$ cat src/logic/timer_pkg.sv
// Shared constants and types of the dual timer/counter block.
package timer_pkg;

  // ****************************************
  // Register indices (byte address is four times the index)
  // ****************************************
  localparam logic [7:0] IDX_CONTROL = 8'h88;
  localparam logic [7:0] IDX_MODE = 8'h89;
  localparam logic [7:0] IDX_T0_LOW = 8'h8a;
  localparam logic [7:0] IDX_T1_LOW = 8'h8b;
  localparam logic [7:0] IDX_T0_HIGH = 8'h8c;
  localparam logic [7:0] IDX_T1_HIGH = 8'h8d;
  localparam logic [7:0] IDX_IRQ_STATUS = 8'h90;
  localparam logic [7:0] IDX_IRQ_MASK = 8'h91;
  localparam logic [7:0] IDX_UNMAPPED = 8'h00;

  // ****************************************
  // Field positions
  // ****************************************
  localparam int CTL_TF1 = 7;
  localparam int CTL_TR1 = 6;
  localparam int CTL_TF0 = 5;
  localparam int CTL_TR0 = 4;
  localparam int CTL_EXT_HI = 3;
  localparam int MOD_TIMER1_GATE_ENABLE = 7;
  localparam int MOD_CT1 = 6;
  localparam int MOD_T1_HI = 5;
  localparam int MOD_T1_LO = 4;
  localparam int MOD_TIMER0_GATE_ENABLE = 3;
  localparam int MOD_CT0 = 2;
  localparam int MOD_T0_HI = 1;
  localparam int MOD_T0_LO = 0;
  localparam int IRQ_T0 = 0;
  localparam int IRQ_T1 = 1;

  // ****************************************
  // Reset values and timing
  // ****************************************
  localparam logic [3:0] EXT_CFG_RESET = 4'h0;
  localparam logic [7:0] MODE_RESET = 8'h00;
  localparam logic [7:0] COUNT_RESET = 8'h00;
  localparam logic [1:0] IRQ_RESET = 2'h0;
  localparam logic [3:0] PRESCALE_DIV = 4'hc;
  localparam logic [3:0] PRESCALE_LAST = PRESCALE_DIV - 4'h1;
  localparam logic HRESP_OKAY = 1'b0;

  // ****************************************
  // Enumerations
  // ****************************************
  typedef enum logic [1:0] {MODE_13BIT, MODE_16BIT, MODE_RELOAD, MODE_SPLIT} mode_e;
  typedef enum logic [1:0] {BUS_IDLE, BUS_WRITE, BUS_READ_LOAD, BUS_READ_DONE} bus_e;

endpackage

$ cat src/logic/pin_sync.sv
// Two-stage pin synchroniser with a falling-edge detector on the samples.
`timescale 1ns/1ns
module pin_sync
(
  // Clock and reset
  input logic mclk,
  input logic rst,
  // Pin and results
  input logic pin,
  output logic level,
  output logic fall
);

  typedef struct packed
  {
    logic meta;
    logic level;
    logic last;
  } pin_s;

  pin_s s_q;
  pin_s s_d;

  // The first stage feeds only the second; the edge uses stages two and three.
  always_comb
  begin
    s_d = s_q;
    s_d.meta = pin;
    s_d.level = s_q.meta;
    s_d.last = s_q.level;
  end

  always_ff @(posedge mclk)
  begin
    if (rst)
    begin
      s_q <= '{meta: 1'b1, level: 1'b1, last: 1'b1};
    end
    else
    begin
      s_q <= s_d;
    end
  end

  assign level = s_q.level;
  assign fall = s_q.last & ~s_q.level;

endmodule // pin_sync

$ cat src/logic/dual_timer.sv
// Dual timer/counter with AHB-Lite register access and overflow interrupt.
//
// Notes on behaviour
// [RL1] Timer mode counts once per twelve clocks.
// [RL2] Counter mode counts count-pin falling edges.
// [RL3] Count pins sampled every clock, then edge-checked.
// [RL4] Each timer has separate high/low count bytes.
// [RL5] Interrupt entry clears the overflow flag.
// [RL6] Software write may clear either flag.
// [RL7] Run bit starts counting; clearing holds count.
// [RL8] Gate bit lets gate pin control counting.
// [RL9] Source bit picks count pin or divided clock.
// [RL10] Two mode bits per timer, four modes.
// [RL11] Mode 0: 5-bit prescaler plus high byte.
// [RL12] Mode 1: full 16-bit cascaded count.
// [RL13] Mode 2: low byte reloads from high byte.
// [RL14] Mode 3: timer 0 splits into two bytes.
// [RL15] Split high byte uses timer 1 run/flag.
// [RL16] Mode 3 only timer 0; timer 1 flagless.
// [RL17] Rollover to zero sets the overflow flag.
// [RL18] Gated: run and gate pin high both needed.
`timescale 1ns/1ns
module dual_timer
  import timer_pkg::*;
(
  // Clock and reset
  input logic mclk,
  input logic rst,
  // AHB-Lite slave
  input logic hsel,
  input logic [31:0] haddr,
  input logic [1:0] htrans,
  input logic hwrite,
  input logic [2:0] hsize,
  input logic [31:0] hwdata,
  input logic hready,
  output logic hreadyout,
  output logic [31:0] hrdata,
  output logic hresp,
  // External pins
  input logic timer0_count_pin,
  input logic timer1_count_pin,
  input logic timer0_gate_pin,
  input logic timer1_gate_pin,
  // Interrupt entry acknowledges from the processor
  input logic timer0_irq_taken,
  input logic timer1_irq_taken,
  // Interrupt
  output logic irq
);

  // ****************************************
  // Types and state
  // ****************************************
  typedef struct packed
  {
    logic ovf;
    logic [7:0] th;
    logic [7:0] tl;
  } step_s;

  typedef struct packed
  {
    bus_e bus;
    logic [7:0] idx;
    logic [31:0] rdata;
    logic tf1;
    logic tr1;
    logic tf0;
    logic tr0;
    logic [3:0] ext_cfg;
    logic [7:0] timer_mode_select;
    logic [7:0] tl0;
    logic [7:0] th0;
    logic [7:0] tl1;
    logic [7:0] th1;
    logic [3:0] presc;
    logic [1:0] irq_stat;
    logic [1:0] irq_mask;
  } state_s;

  localparam state_s RESET_STATE = '{
    bus: BUS_IDLE,
    idx: IDX_UNMAPPED,
    rdata: 32'h0000_0000,
    tf1: 1'b0,
    tr1: 1'b0,
    tf0: 1'b0,
    tr0: 1'b0,
    ext_cfg: EXT_CFG_RESET,
    timer_mode_select: MODE_RESET,
    tl0: COUNT_RESET,
    th0: COUNT_RESET,
    tl1: COUNT_RESET,
    th1: COUNT_RESET,
    presc: 4'h0,
    irq_stat: IRQ_RESET,
    irq_mask: IRQ_RESET
  };

  state_s s_q;
  state_s s_d;

  logic t0_level;
  logic t0_fall;
  logic t1_level;
  logic t1_fall;
  logic g0_level;
  logic g1_level;
  mode_e mode0;
  mode_e mode1;
  logic split;
  logic tick;
  logic run0;
  logic run1;
  logic inc0;
  logic inc1;
  logic inc0h;
  step_s st0;
  step_s st1;
  step_s sth;
  logic set0;
  logic set1;
  logic accept;
  logic [7:0] accept_idx;
  logic [7:0] wbyte;

  // ****************************************
  // Pin synchronisers
  // ****************************************
  // Count pins are only trusted after two flops, so a glitch shorter
  // than a clock may be missed; that is the price of a clean edge.
  pin_sync count0_sync ( // RL3
    .mclk(mclk),
    .rst(rst),
    .pin(timer0_count_pin),
    .level(t0_level),
    .fall(t0_fall)
  );

  pin_sync count1_sync ( // RL3
    .mclk(mclk),
    .rst(rst),
    .pin(timer1_count_pin),
    .level(t1_level),
    .fall(t1_fall)
  );

  pin_sync timer0_gate_enable_sync (
    .mclk(mclk),
    .rst(rst),
    .pin(timer0_gate_pin),
    .level(g0_level),
    .fall()
  );

  pin_sync timer1_gate_enable_sync (
    .mclk(mclk),
    .rst(rst),
    .pin(timer1_gate_pin),
    .level(g1_level),
    .fall()
  );

  // ****************************************
  // Count step of one timer
  // ****************************************
  function automatic step_s step(input mode_e mode, input logic [7:0] tl,
    input logic [7:0] th, input logic inc);
    step_s r;
    logic [8:0] lo;
    logic [8:0] hi;
    r.ovf = 1'b0;
    r.th = th;
    r.tl = tl;
    lo = {1'b0, tl} + 9'h001;
    hi = {1'b0, th} + 9'h001;
    if (inc)
    begin
      case (mode)
        MODE_13BIT:
        begin
          r.tl = {tl[7:5], lo[4:0]}; // RL11
          if (tl[4:0] == 5'h1f)
          begin
            r.th = hi[7:0];
            r.ovf = hi[8]; // RL17
          end
        end
        MODE_16BIT:
        begin
          r.tl = lo[7:0]; // RL12
          if (lo[8])
          begin
            r.th = hi[7:0];
            r.ovf = hi[8]; // RL17
          end
        end
        MODE_RELOAD:
        begin
          r.tl = lo[8] ? th : lo[7:0]; // RL13
          r.ovf = lo[8];
        end
        MODE_SPLIT:
        begin
          r.tl = lo[7:0]; // RL14
          r.ovf = lo[8];
        end
        default:
        begin
          r.tl = tl;
        end
      endcase
    end
    return r;
  endfunction

  // ****************************************
  // Read multiplexer
  // ****************************************
  function automatic logic [7:0] read_byte(input state_s s);
    logic [7:0] v;
    v = 8'h00;
    case (s.idx)
      IDX_CONTROL:
      begin
        v = {s.tf1, s.tr1, s.tf0, s.tr0, s.ext_cfg};
      end
      IDX_MODE:
      begin
        v = s.timer_mode_select;
      end
      IDX_T0_LOW:
      begin
        v = s.tl0;
      end
      IDX_T1_LOW:
      begin
        v = s.tl1;
      end
      IDX_T0_HIGH:
      begin
        v = s.th0;
      end
      IDX_T1_HIGH:
      begin
        v = s.th1;
      end
      IDX_IRQ_STATUS:
      begin
        v = {6'h00, s.irq_stat};
      end
      IDX_IRQ_MASK:
      begin
        v = {6'h00, s.irq_mask};
      end
      default:
      begin
        v = 8'h00;
      end
    endcase
    return v;
  endfunction

  // ****************************************
  // Count enables
  // ****************************************
  assign mode0 = mode_e'(s_q.timer_mode_select[MOD_T0_HI:MOD_T0_LO]); // RL10
  assign mode1 = mode_e'(s_q.timer_mode_select[MOD_T1_HI:MOD_T1_LO]); // RL10
  assign split = (mode0 == MODE_SPLIT);
  assign tick = (s_q.presc == PRESCALE_LAST); // RL1
  assign run0 = s_q.tr0 & (~s_q.timer_mode_select[MOD_TIMER0_GATE_ENABLE] | g0_level); // RL7 RL8 RL18
  // While timer 0 is split, timer 1 loses its run bit and keeps only its gate.
  assign run1 = (split | s_q.tr1) & (~s_q.timer_mode_select[MOD_TIMER1_GATE_ENABLE] | g1_level); // RL8 RL18
  assign inc0 = run0 & (s_q.timer_mode_select[MOD_CT0] ? t0_fall : tick); // RL2 RL9
  // Timer 1 set to the split mode simply holds its count.
  assign inc1 = run1 & (mode1 != MODE_SPLIT) & (s_q.timer_mode_select[MOD_CT1] ? t1_fall : tick); // RL16
  assign inc0h = split & s_q.tr1 & tick; // RL15
  assign st0 = step(mode0, s_q.tl0, s_q.th0, inc0);
  assign st1 = step(mode1, s_q.tl1, s_q.th1, inc1);
  assign sth = step(MODE_SPLIT, s_q.th0, COUNT_RESET, inc0h);
  assign set0 = st0.ovf;
  assign set1 = split ? sth.ovf : st1.ovf; // RL15 RL16

  // ****************************************
  // Bus decode
  // ****************************************
  assign accept = hsel & htrans[1] & hready;
  assign accept_idx = (haddr[31:10] == 22'h000000) ? haddr[9:2] : IDX_UNMAPPED;
  assign wbyte = hwdata[7:0];

  // ****************************************
  // Next state
  // ****************************************
  always_comb
  begin
    s_d = s_q;
    s_d.presc = tick ? 4'h0 : s_q.presc + 4'h1; // RL1
    s_d.tl0 = st0.tl;
    s_d.th0 = split ? sth.tl : st0.th;
    s_d.tl1 = st1.tl;
    s_d.th1 = st1.th;
    s_d.tf0 = s_q.tf0 & ~timer0_irq_taken; // RL5
    s_d.tf1 = s_q.tf1 & ~timer1_irq_taken; // RL5
    case (s_q.bus)
      BUS_WRITE:
      begin
        case (s_q.idx)
          IDX_CONTROL:
          begin
            s_d.tf1 = wbyte[CTL_TF1]; // RL6
            s_d.tr1 = wbyte[CTL_TR1]; // RL7
            s_d.tf0 = wbyte[CTL_TF0]; // RL6
            s_d.tr0 = wbyte[CTL_TR0]; // RL7
            s_d.ext_cfg = wbyte[CTL_EXT_HI:0];
          end
          IDX_MODE:
          begin
            s_d.timer_mode_select = wbyte; // RL10
          end
          IDX_T0_LOW:
          begin
            s_d.tl0 = wbyte; // RL4
          end
          IDX_T1_LOW:
          begin
            s_d.tl1 = wbyte; // RL4
          end
          IDX_T0_HIGH:
          begin
            s_d.th0 = wbyte; // RL4
          end
          IDX_T1_HIGH:
          begin
            s_d.th1 = wbyte; // RL4
          end
          IDX_IRQ_MASK:
          begin
            s_d.irq_mask = wbyte[1:0];
          end
          default:
          begin
            s_d.idx = s_q.idx;
          end
        endcase
      end
      BUS_READ_LOAD:
      begin
        s_d.rdata = {24'h000000, read_byte(s_q)};
        if (s_q.idx == IDX_IRQ_STATUS)
        begin
          s_d.irq_stat = IRQ_RESET;
        end
      end
      default:
      begin
        s_d.rdata = s_q.rdata;
      end
    endcase
    // A hardware event in the same cycle as any clear still lands.
    s_d.tf0 = s_d.tf0 | set0; // RL17
    s_d.tf1 = s_d.tf1 | set1; // RL17
    s_d.irq_stat[IRQ_T0] = s_d.irq_stat[IRQ_T0] | set0;
    s_d.irq_stat[IRQ_T1] = s_d.irq_stat[IRQ_T1] | set1;
    // Reads take one wait state so they see any write just before them.
    if (s_q.bus == BUS_READ_LOAD)
    begin
      s_d.bus = BUS_READ_DONE;
    end
    else if (accept)
    begin
      s_d.idx = accept_idx;
      s_d.bus = hwrite ? BUS_WRITE : BUS_READ_LOAD;
    end
    else
    begin
      s_d.bus = BUS_IDLE;
    end
  end

  always_ff @(posedge mclk)
  begin
    if (rst)
    begin
      s_q <= RESET_STATE;
    end
    else
    begin
      s_q <= s_d;
    end
  end

  // ****************************************
  // Outputs
  // ****************************************
  assign hreadyout = (s_q.bus != BUS_READ_LOAD);
  assign hrdata = s_q.rdata;
  assign hresp = HRESP_OKAY;
  assign irq = |(s_q.irq_stat & s_q.irq_mask);

endmodule // dual_timer

$ cat config.mk
export PLATFORM = sky130hd
export DESIGN_NAME = dual_timer
export DESIGN_NICKNAME = d
export VERILOG_FILES = /design/src/logic/timer_pkg.sv /design/src/logic/pin_sync.sv /design/src/logic/dual_timer.sv
export SDC_FILE = /design/constraint.sdc
export NUM_CORES = 1
export LEC_CHECK = 0
export BUFFER_PORTS_ARGS = -buffer_cell sky130_fd_sc_hd__buf_2
export CAP_MARGIN = 20
export CORE_UTILIZATION = 30
export CTS_CLUSTER_SIZE = 16
export DETAILED_ROUTE_END_ITERATION = 6
export SLEW_MARGIN = 20
export SYNTH_ARGS = -nofsm -noshare
export SYNTH_HDL_FRONTEND = slang
export SYNTH_SLANG_ARGS = --single-unit
$ cat constraint.sdc
create_clock -name mclk -period 2.1 [get_ports mclk]
set_input_delay 0.21 -clock mclk [delete_from_list [all_inputs] [get_ports mclk]]
set_output_delay 0.21 -clock mclk [all_outputs]
set_load 0.02 [all_outputs]
# [Yosys cells after proc, flatten, opt, wreduce, memory -nomap -nowiden]
# Index checks and enable logic that the tools add are counted.
[totals] regBits=84 latch_bits=0 ram_bits=0 romBits=0 mem_count=0
[op_classes] addsub=5 multipliers=0 div_mod_pow=0 magnitude_cmp=0 n_eq_ne=21 shifts=0 n_mux=34 n_bitwise=28 n_reduce_logical=13
[ops] operator="8-bit 2-to-1 mux" count=11
[ops] operator="8-bit equality test (second input constant)" count=8
[ops] operator="8-bit one-hot mux with 8 select lines" count=1
[ops] operator="48-bit 2-to-1 mux" count=1
[ops] operator="8-bit one-hot mux with 3 select lines" count=2
[ops] operator="8-bit by 1-bit adder with 9-bit output (second input constant)" count=4
[ops] operator="9-bit 2-to-1 mux" count=4
[ops] operator="17-bit 2-to-1 mux" count=2
[ops] operator="8-bit one-hot mux with 2 select lines" count=2
[ops] operator="22-bit zero test" count=1
[ops] operator="1-bit AND" count=13
[ops] operator="2-bit OR reduction" count=6
[ops] operator="2-bit equality test (second input constant)" count=5
[ops] operator="5-bit equality test (second input constant)" count=2
[ops] operator="2-bit 2-to-1 mux" count=5
[ops] operator="2-bit AND reduction" count=4
[ops] operator="1-bit NOT" count=7
[ops] operator="1-bit OR" count=7
[ops] operator="2-bit by 1-bit equality test with 1-bit output (second input constant)" count=3
[ops] operator="1-bit one-hot mux with 3 select lines" count=2
[ops] operator="4-bit by 1-bit adder with 4-bit output (second input constant)" count=1
[ops] operator="4-bit equality test (second input constant)" count=1
[ops] operator="2-bit zero test" count=2
[ops] operator="1-bit 2-to-1 mux" count=4
[ops] operator="2 further kinds" count=3

# [Depth between registers and ports, before layout]
[depth] word_depth=9 depth_mapped=9 ltp_nobuf=9

# [Cells and area by module]
# Synthesis repeated with hierarchy kept, for this count alone.
[hier_totals] cells_unflattened=644 area_unflattened_um2=5403.9
[modules_own_cells] module="dual_timer" n_inst=1 cells_each=616 area_each_um2=5063.6 seq_area_each_um2=1481.4
[modules_own_cells] module="pin_sync" n_inst=4 cells_each=7 area_each_um2=85.1 seq_area_each_um2=60.1

# [Worst setup path before layout]
# No wires, ideal clock.
[synth_timing] path_kind="register -> register" startpoint="register s_q[16] (netlist bit)" endpoint="register s_q[9] (netlist bit)" arrival_time_ns=2.150 required_time_ns=1.962 path_slack_ns=-0.188 stages_incl_launch_ff=10 n_path_buf=0 period_less_slack_ns=2.288 path_cell_list="dfxtp_1 ha_1 nand3_1 inv_1 ha_1 or3b_2 o41ai_4 and2_2 mux2i_1 a211oi_1"
[synth_between] elab_chain_len=6
[synth_rtl] element="start, declared" line="dual_timer.sv:101" rtl="state_s s_q;"
[synth_rtl] element="start signal, assigned" line="dual_timer.sv:385" rtl="s_q <= RESET_STATE;"
[synth_rtl] element="start signal, assigned" line="dual_timer.sv:389" rtl="s_q <= s_d;"
[synth_rtl] element="8-bit by 1-bit adder with 9-bit output / 5-bit equality test (equally long branches)" line="dual_timer.sv:176, dual_timer.sv:184"
[synth_rtl] element="9-bit 2-to-1 mux (on tied branches)" line="dual_timer.sv:193, dual_timer.sv:184"
[synth_rtl] element="8-bit one-hot mux with 2 select lines *" line="dual_timer.sv:180" rtl="case (mode)"
[synth_rtl] element="17-bit 2-to-1 mux *" line="dual_timer.sv:178" rtl="if (inc)"
[synth_rtl] element="8-bit 2-to-1 mux" line="dual_timer.sv:308" rtl="case (s_q.idx)"
[synth_rtl] element="48-bit 2-to-1 mux *" line="dual_timer.sv:305" rtl="case (s_q.bus)"
# Every way passes the cells marked *; elsewhere a longest branch is shown, timed or not.
# A chain may end at the register's enable or synchronous reset.

# [Worst setup path after layout]
[layout_timing] startpoint="register s_q[95] (netlist bit)" endpoint="register s_q[39] (netlist bit)"
[layout_between] elab_chain_len=3
[layout_rtl] element="8-bit equality test" line="dual_timer.sv:308"
[layout_rtl] element="8-bit 2-to-1 mux" line="dual_timer.sv:308"
[layout_rtl] element="48-bit 2-to-1 mux" line="dual_timer.sv:305"
# Every way passes these cells.

==> results.yml <==
status:
  status: "completed"
routing:
  post_drt_via_cell_ratio: 5.29
  dr.first_iter.drc_count: 395
  route.detailed.drc: 0
  wl_mm: 16.3
  post_drt_wl_per_cell_um: 17.5
  firstDrtPassIters: 5
  ant_nets: 0
  vias: 4905
clock_network:
  cts-root-buf: "clkbuf_16"
  cts_hold_buffers: 0
  clk_latency_ns: 0.35
  cts_tree: "built"
  cts_buffer_depth: 2
  clk_pin_slew_ns: 0.07
  numCtsBuffers: 9
  cts_max_level: 3
  clkSinkCount: 84
synthesis:
  yosys_warnings: 0
  ys_ff_latch: 84
  async_flop_share: 0
  ys_seq_area_frac: 0.323
  synth_area_um2: 5200
  synth_cell_types: 77
  synth_edf_count: 0
  synth_ff_type: "dfxtp_1"
  synth_area_leader_cell: "dfxtp_1"
  synth_cells: 620
  syn_avg_cell_area_um2: 8.39
  yosys.area.top_type_share: 0.323
  synth_area_leaders: "dfxtp_1 32%, mux2i_1 5.4%, buf_4 5.1%"
sta:
  setup_violations: 0
  tns_ns: 0
  period_share: 0.937
  slew_headroom: 0.617
  fmax_mhz: 508
  hold_viol: 0
  finalCriticalPeriod_ns: 1.97
  maxSlewViolCount: 0
  tightestPinTransition_ns: 0.567
  finalClockSkew_ns: 0.0142
  rsz0062_at_grt: "false"
power_and_ir_drop:
  p_int_mw: 2.55
  leakagePower_nw: 2.34
  power.switching_mw: 0.835
  pwr-share-comb: 0.058
  pwr-share-seq: 0.478
  p_per_area_nw_per_um2: 538
  peakVddDrop_mv: 0.420
  switching_share: 0.247
  pwr-share-clk: 0.464
critical_path:
  path_delay_family: "simple AND/OR/NAND/NOR gates"
  path_class: "reg2reg"
  required_ns: 2.36
  slowest_stage: "or3b_1"
  arrival_ns: 2.23
  cp_cell_sequence: "or3b_1 > nor3_4 > and3_1 > a221oi_1 > a211oi_1"
  worstSetupStartpointType: "register"
  crit_fanout: 5
  end_kind: "register"
  max_stage_delay_ns: 0.48
  worst-path-buf-inv: 0
final_layout:
  nets: 790
  area_growth_pct: 20.9
  n_antenna_cell: 0
  fin_cells: 928
  drive_gt1_frac: 0.258
placed_design:
  dpl.cell_count: 909
  hpwl_mm: 12.0
  routabilityCongestion: 0.922
  port_buffers: 59
floorplanning:
  fp.dieH_um: 134
  design.core.area_um2: 16800
  start_util: 0.310
  io_pins: 115
  die_w_um: 134
  fp.dieArea_um2: 17900
  rows: 47
worst_hold_path:
  hp-class: "in2reg"
job:
  cap_violations: 0
global_routing:
  grt_overflow: 0
  grt.total_usage: 0.183
  grt_pass1_vias: 4428
  grt_pass1_wl_mm: 24.8
  antenna_found_initial: 0
  grt_start_max_net_pins: 21
[through the flow]
step	cell area (um2)	setup WS, ns	utilization	hold slack, ns	power, mW
after global routing	6290	0.0101	0.375	0.0315	3.50
after global placement	5900	0.117	0.352	0.393	1.84
after floorplan	5310	0.0998	-	0.314	1.79
final	6290	0.132	0.375	0.0440	3.38
after CTS	6190	0.0783	0.369	0.0305	3.41
after detailed placement	5900	0.100	0.352	0.394	1.84
[sequential cells by signal, indices dropped and copies added (netlist names)]
signal and count:
count0_sync.level 1, count0_sync.s_d 1, count0_sync.s_q 1, count1_sync.level 1, count1_sync.s_d 1, count1_sync.s_q 1, hrdata 8, mode0 2
mode1 2, s_q 62, timer0_gate_enable_sync.level 1, timer0_gate_enable_sync.s_d 1, timer1_gate_enable_sync.level 1, timer1_gate_enable_sync.s_d 1
[timing repair]
| item | CTS | global route |
|---|---|---|
| setup endpoints to repair | 0 | 16 |
| gates resized for setup | 0 | 11 |
| buffers inserted | 0 | 2 |
[routing by layer]
layer	wire length [um]	global-route usage	vias to the layer above
met5	0	0	-
met4	317	0.0587	0
met3	1410	0.0495	23
met2	7310	0.277	180
met1	7220	0.250	2299
li1	-	-	2403
[synth_stat cells (all sizes together), types with 13 or more instances]
library cell	n
nand3	34
dfxtp	84
buf	53
nand4	15
nand2	45
a21oi	33
nor2	59
mux2i	28
o21ai	25
a211oi	13
clkbuf	20
a22oi	17
[layout make-up]
class / count / area, um2
Fill cell: 1747 / 10500
Sequential cell: 84 / 1690
Clock buffer: 12 / 256
Timing Repair Buffer: 121 / 803
Clock inverter: 4 / 30.0
Multi-Input combinational cell: 477 / 3200
Inverter: 10 / 37.5
Tap cell: 220 / 275
[worst paths after layout]
| path | from | to | slack (ns) | depth (start not counted) |
|---|---|---|---|---|
| worst max register to register | s_q[95] | s_q[39] | 0.13 | 5 |
| worst max-delay path | s_q[95] | s_q[39] | 0.13 | 5 |
| worst min register to register | count0_sync.s_d[1] | count0_sync.level | 0.41 | 1 |
| worst min-delay path | timer0_count_pin | count0_sync.s_d[1] | 0.04 | 2 |
[power groups by stage]
stage / Combinational [mW] / Sequential, mW / Clock, mW
global route: 0.212 / 1.62 / 1.67
floorplan: 0.138 / 1.65 / 0
detailed placement: 0.192 / 1.65 / 0
global placement: 0.190 / 1.65 / 0
CTS: 0.192 / 1.61 / 1.60
finish: 0.198 / 1.62 / 1.57
[worst reg2reg max path: cells and delay by family (launching register included)]
kind	cells	cell delay (ns)
simple gates	3	1.22
flops	1	0.34
compound gates	2	0.33
[layout by cell type (no fill, tap or decap), types with 4 or more instances in the layout]
cell type / instances
nor3b_1: 6
o21ai_0: 24
nor4_1: 6
o2bb2ai_1: 5
nand2_1: 44
o211ai_1: 4
nand4_1: 15
buf_4: 59
nor2_1: 59
a21oi_1: 33
o31ai_1: 5
nor3_1: 9
buf_2: 59
or2_2: 12
a22oi_1: 17
or3_1: 7
a31oi_1: 10
mux4_2: 5
nand3_1: 32
a211o_1: 6
xnor2_1: 7
conb_1: 25
o22ai_1: 4
ha_1: 5
and3_1: 7
mux2i_1: 28
dfxtp_1: 81
xor2_1: 8
nand2b_1: 6
a211oi_1: 12
nor2b_1: 8
inv_1: 10
a311oi_1: 4
clkbuf_16: 10
[kinds of logic (layout without fill, tap and decap cells)]
group | after synthesis | after routing | share of synthesized area
flops | 84 | 84 | 0.323
xor+xnor | 15 | 15 | 0.0253
mux | 36 | 36 | 0.0820
buf+inv | 83 | 147 | 0.0962
fa+ha+maj | 7 | 7 | 0.0168
simple gates | 240 | 240 | 0.244
compound gates | 154 | 154 | 0.212
other cells | 1 | 25 | 0.000721
(Power assumes the default switching activity.)
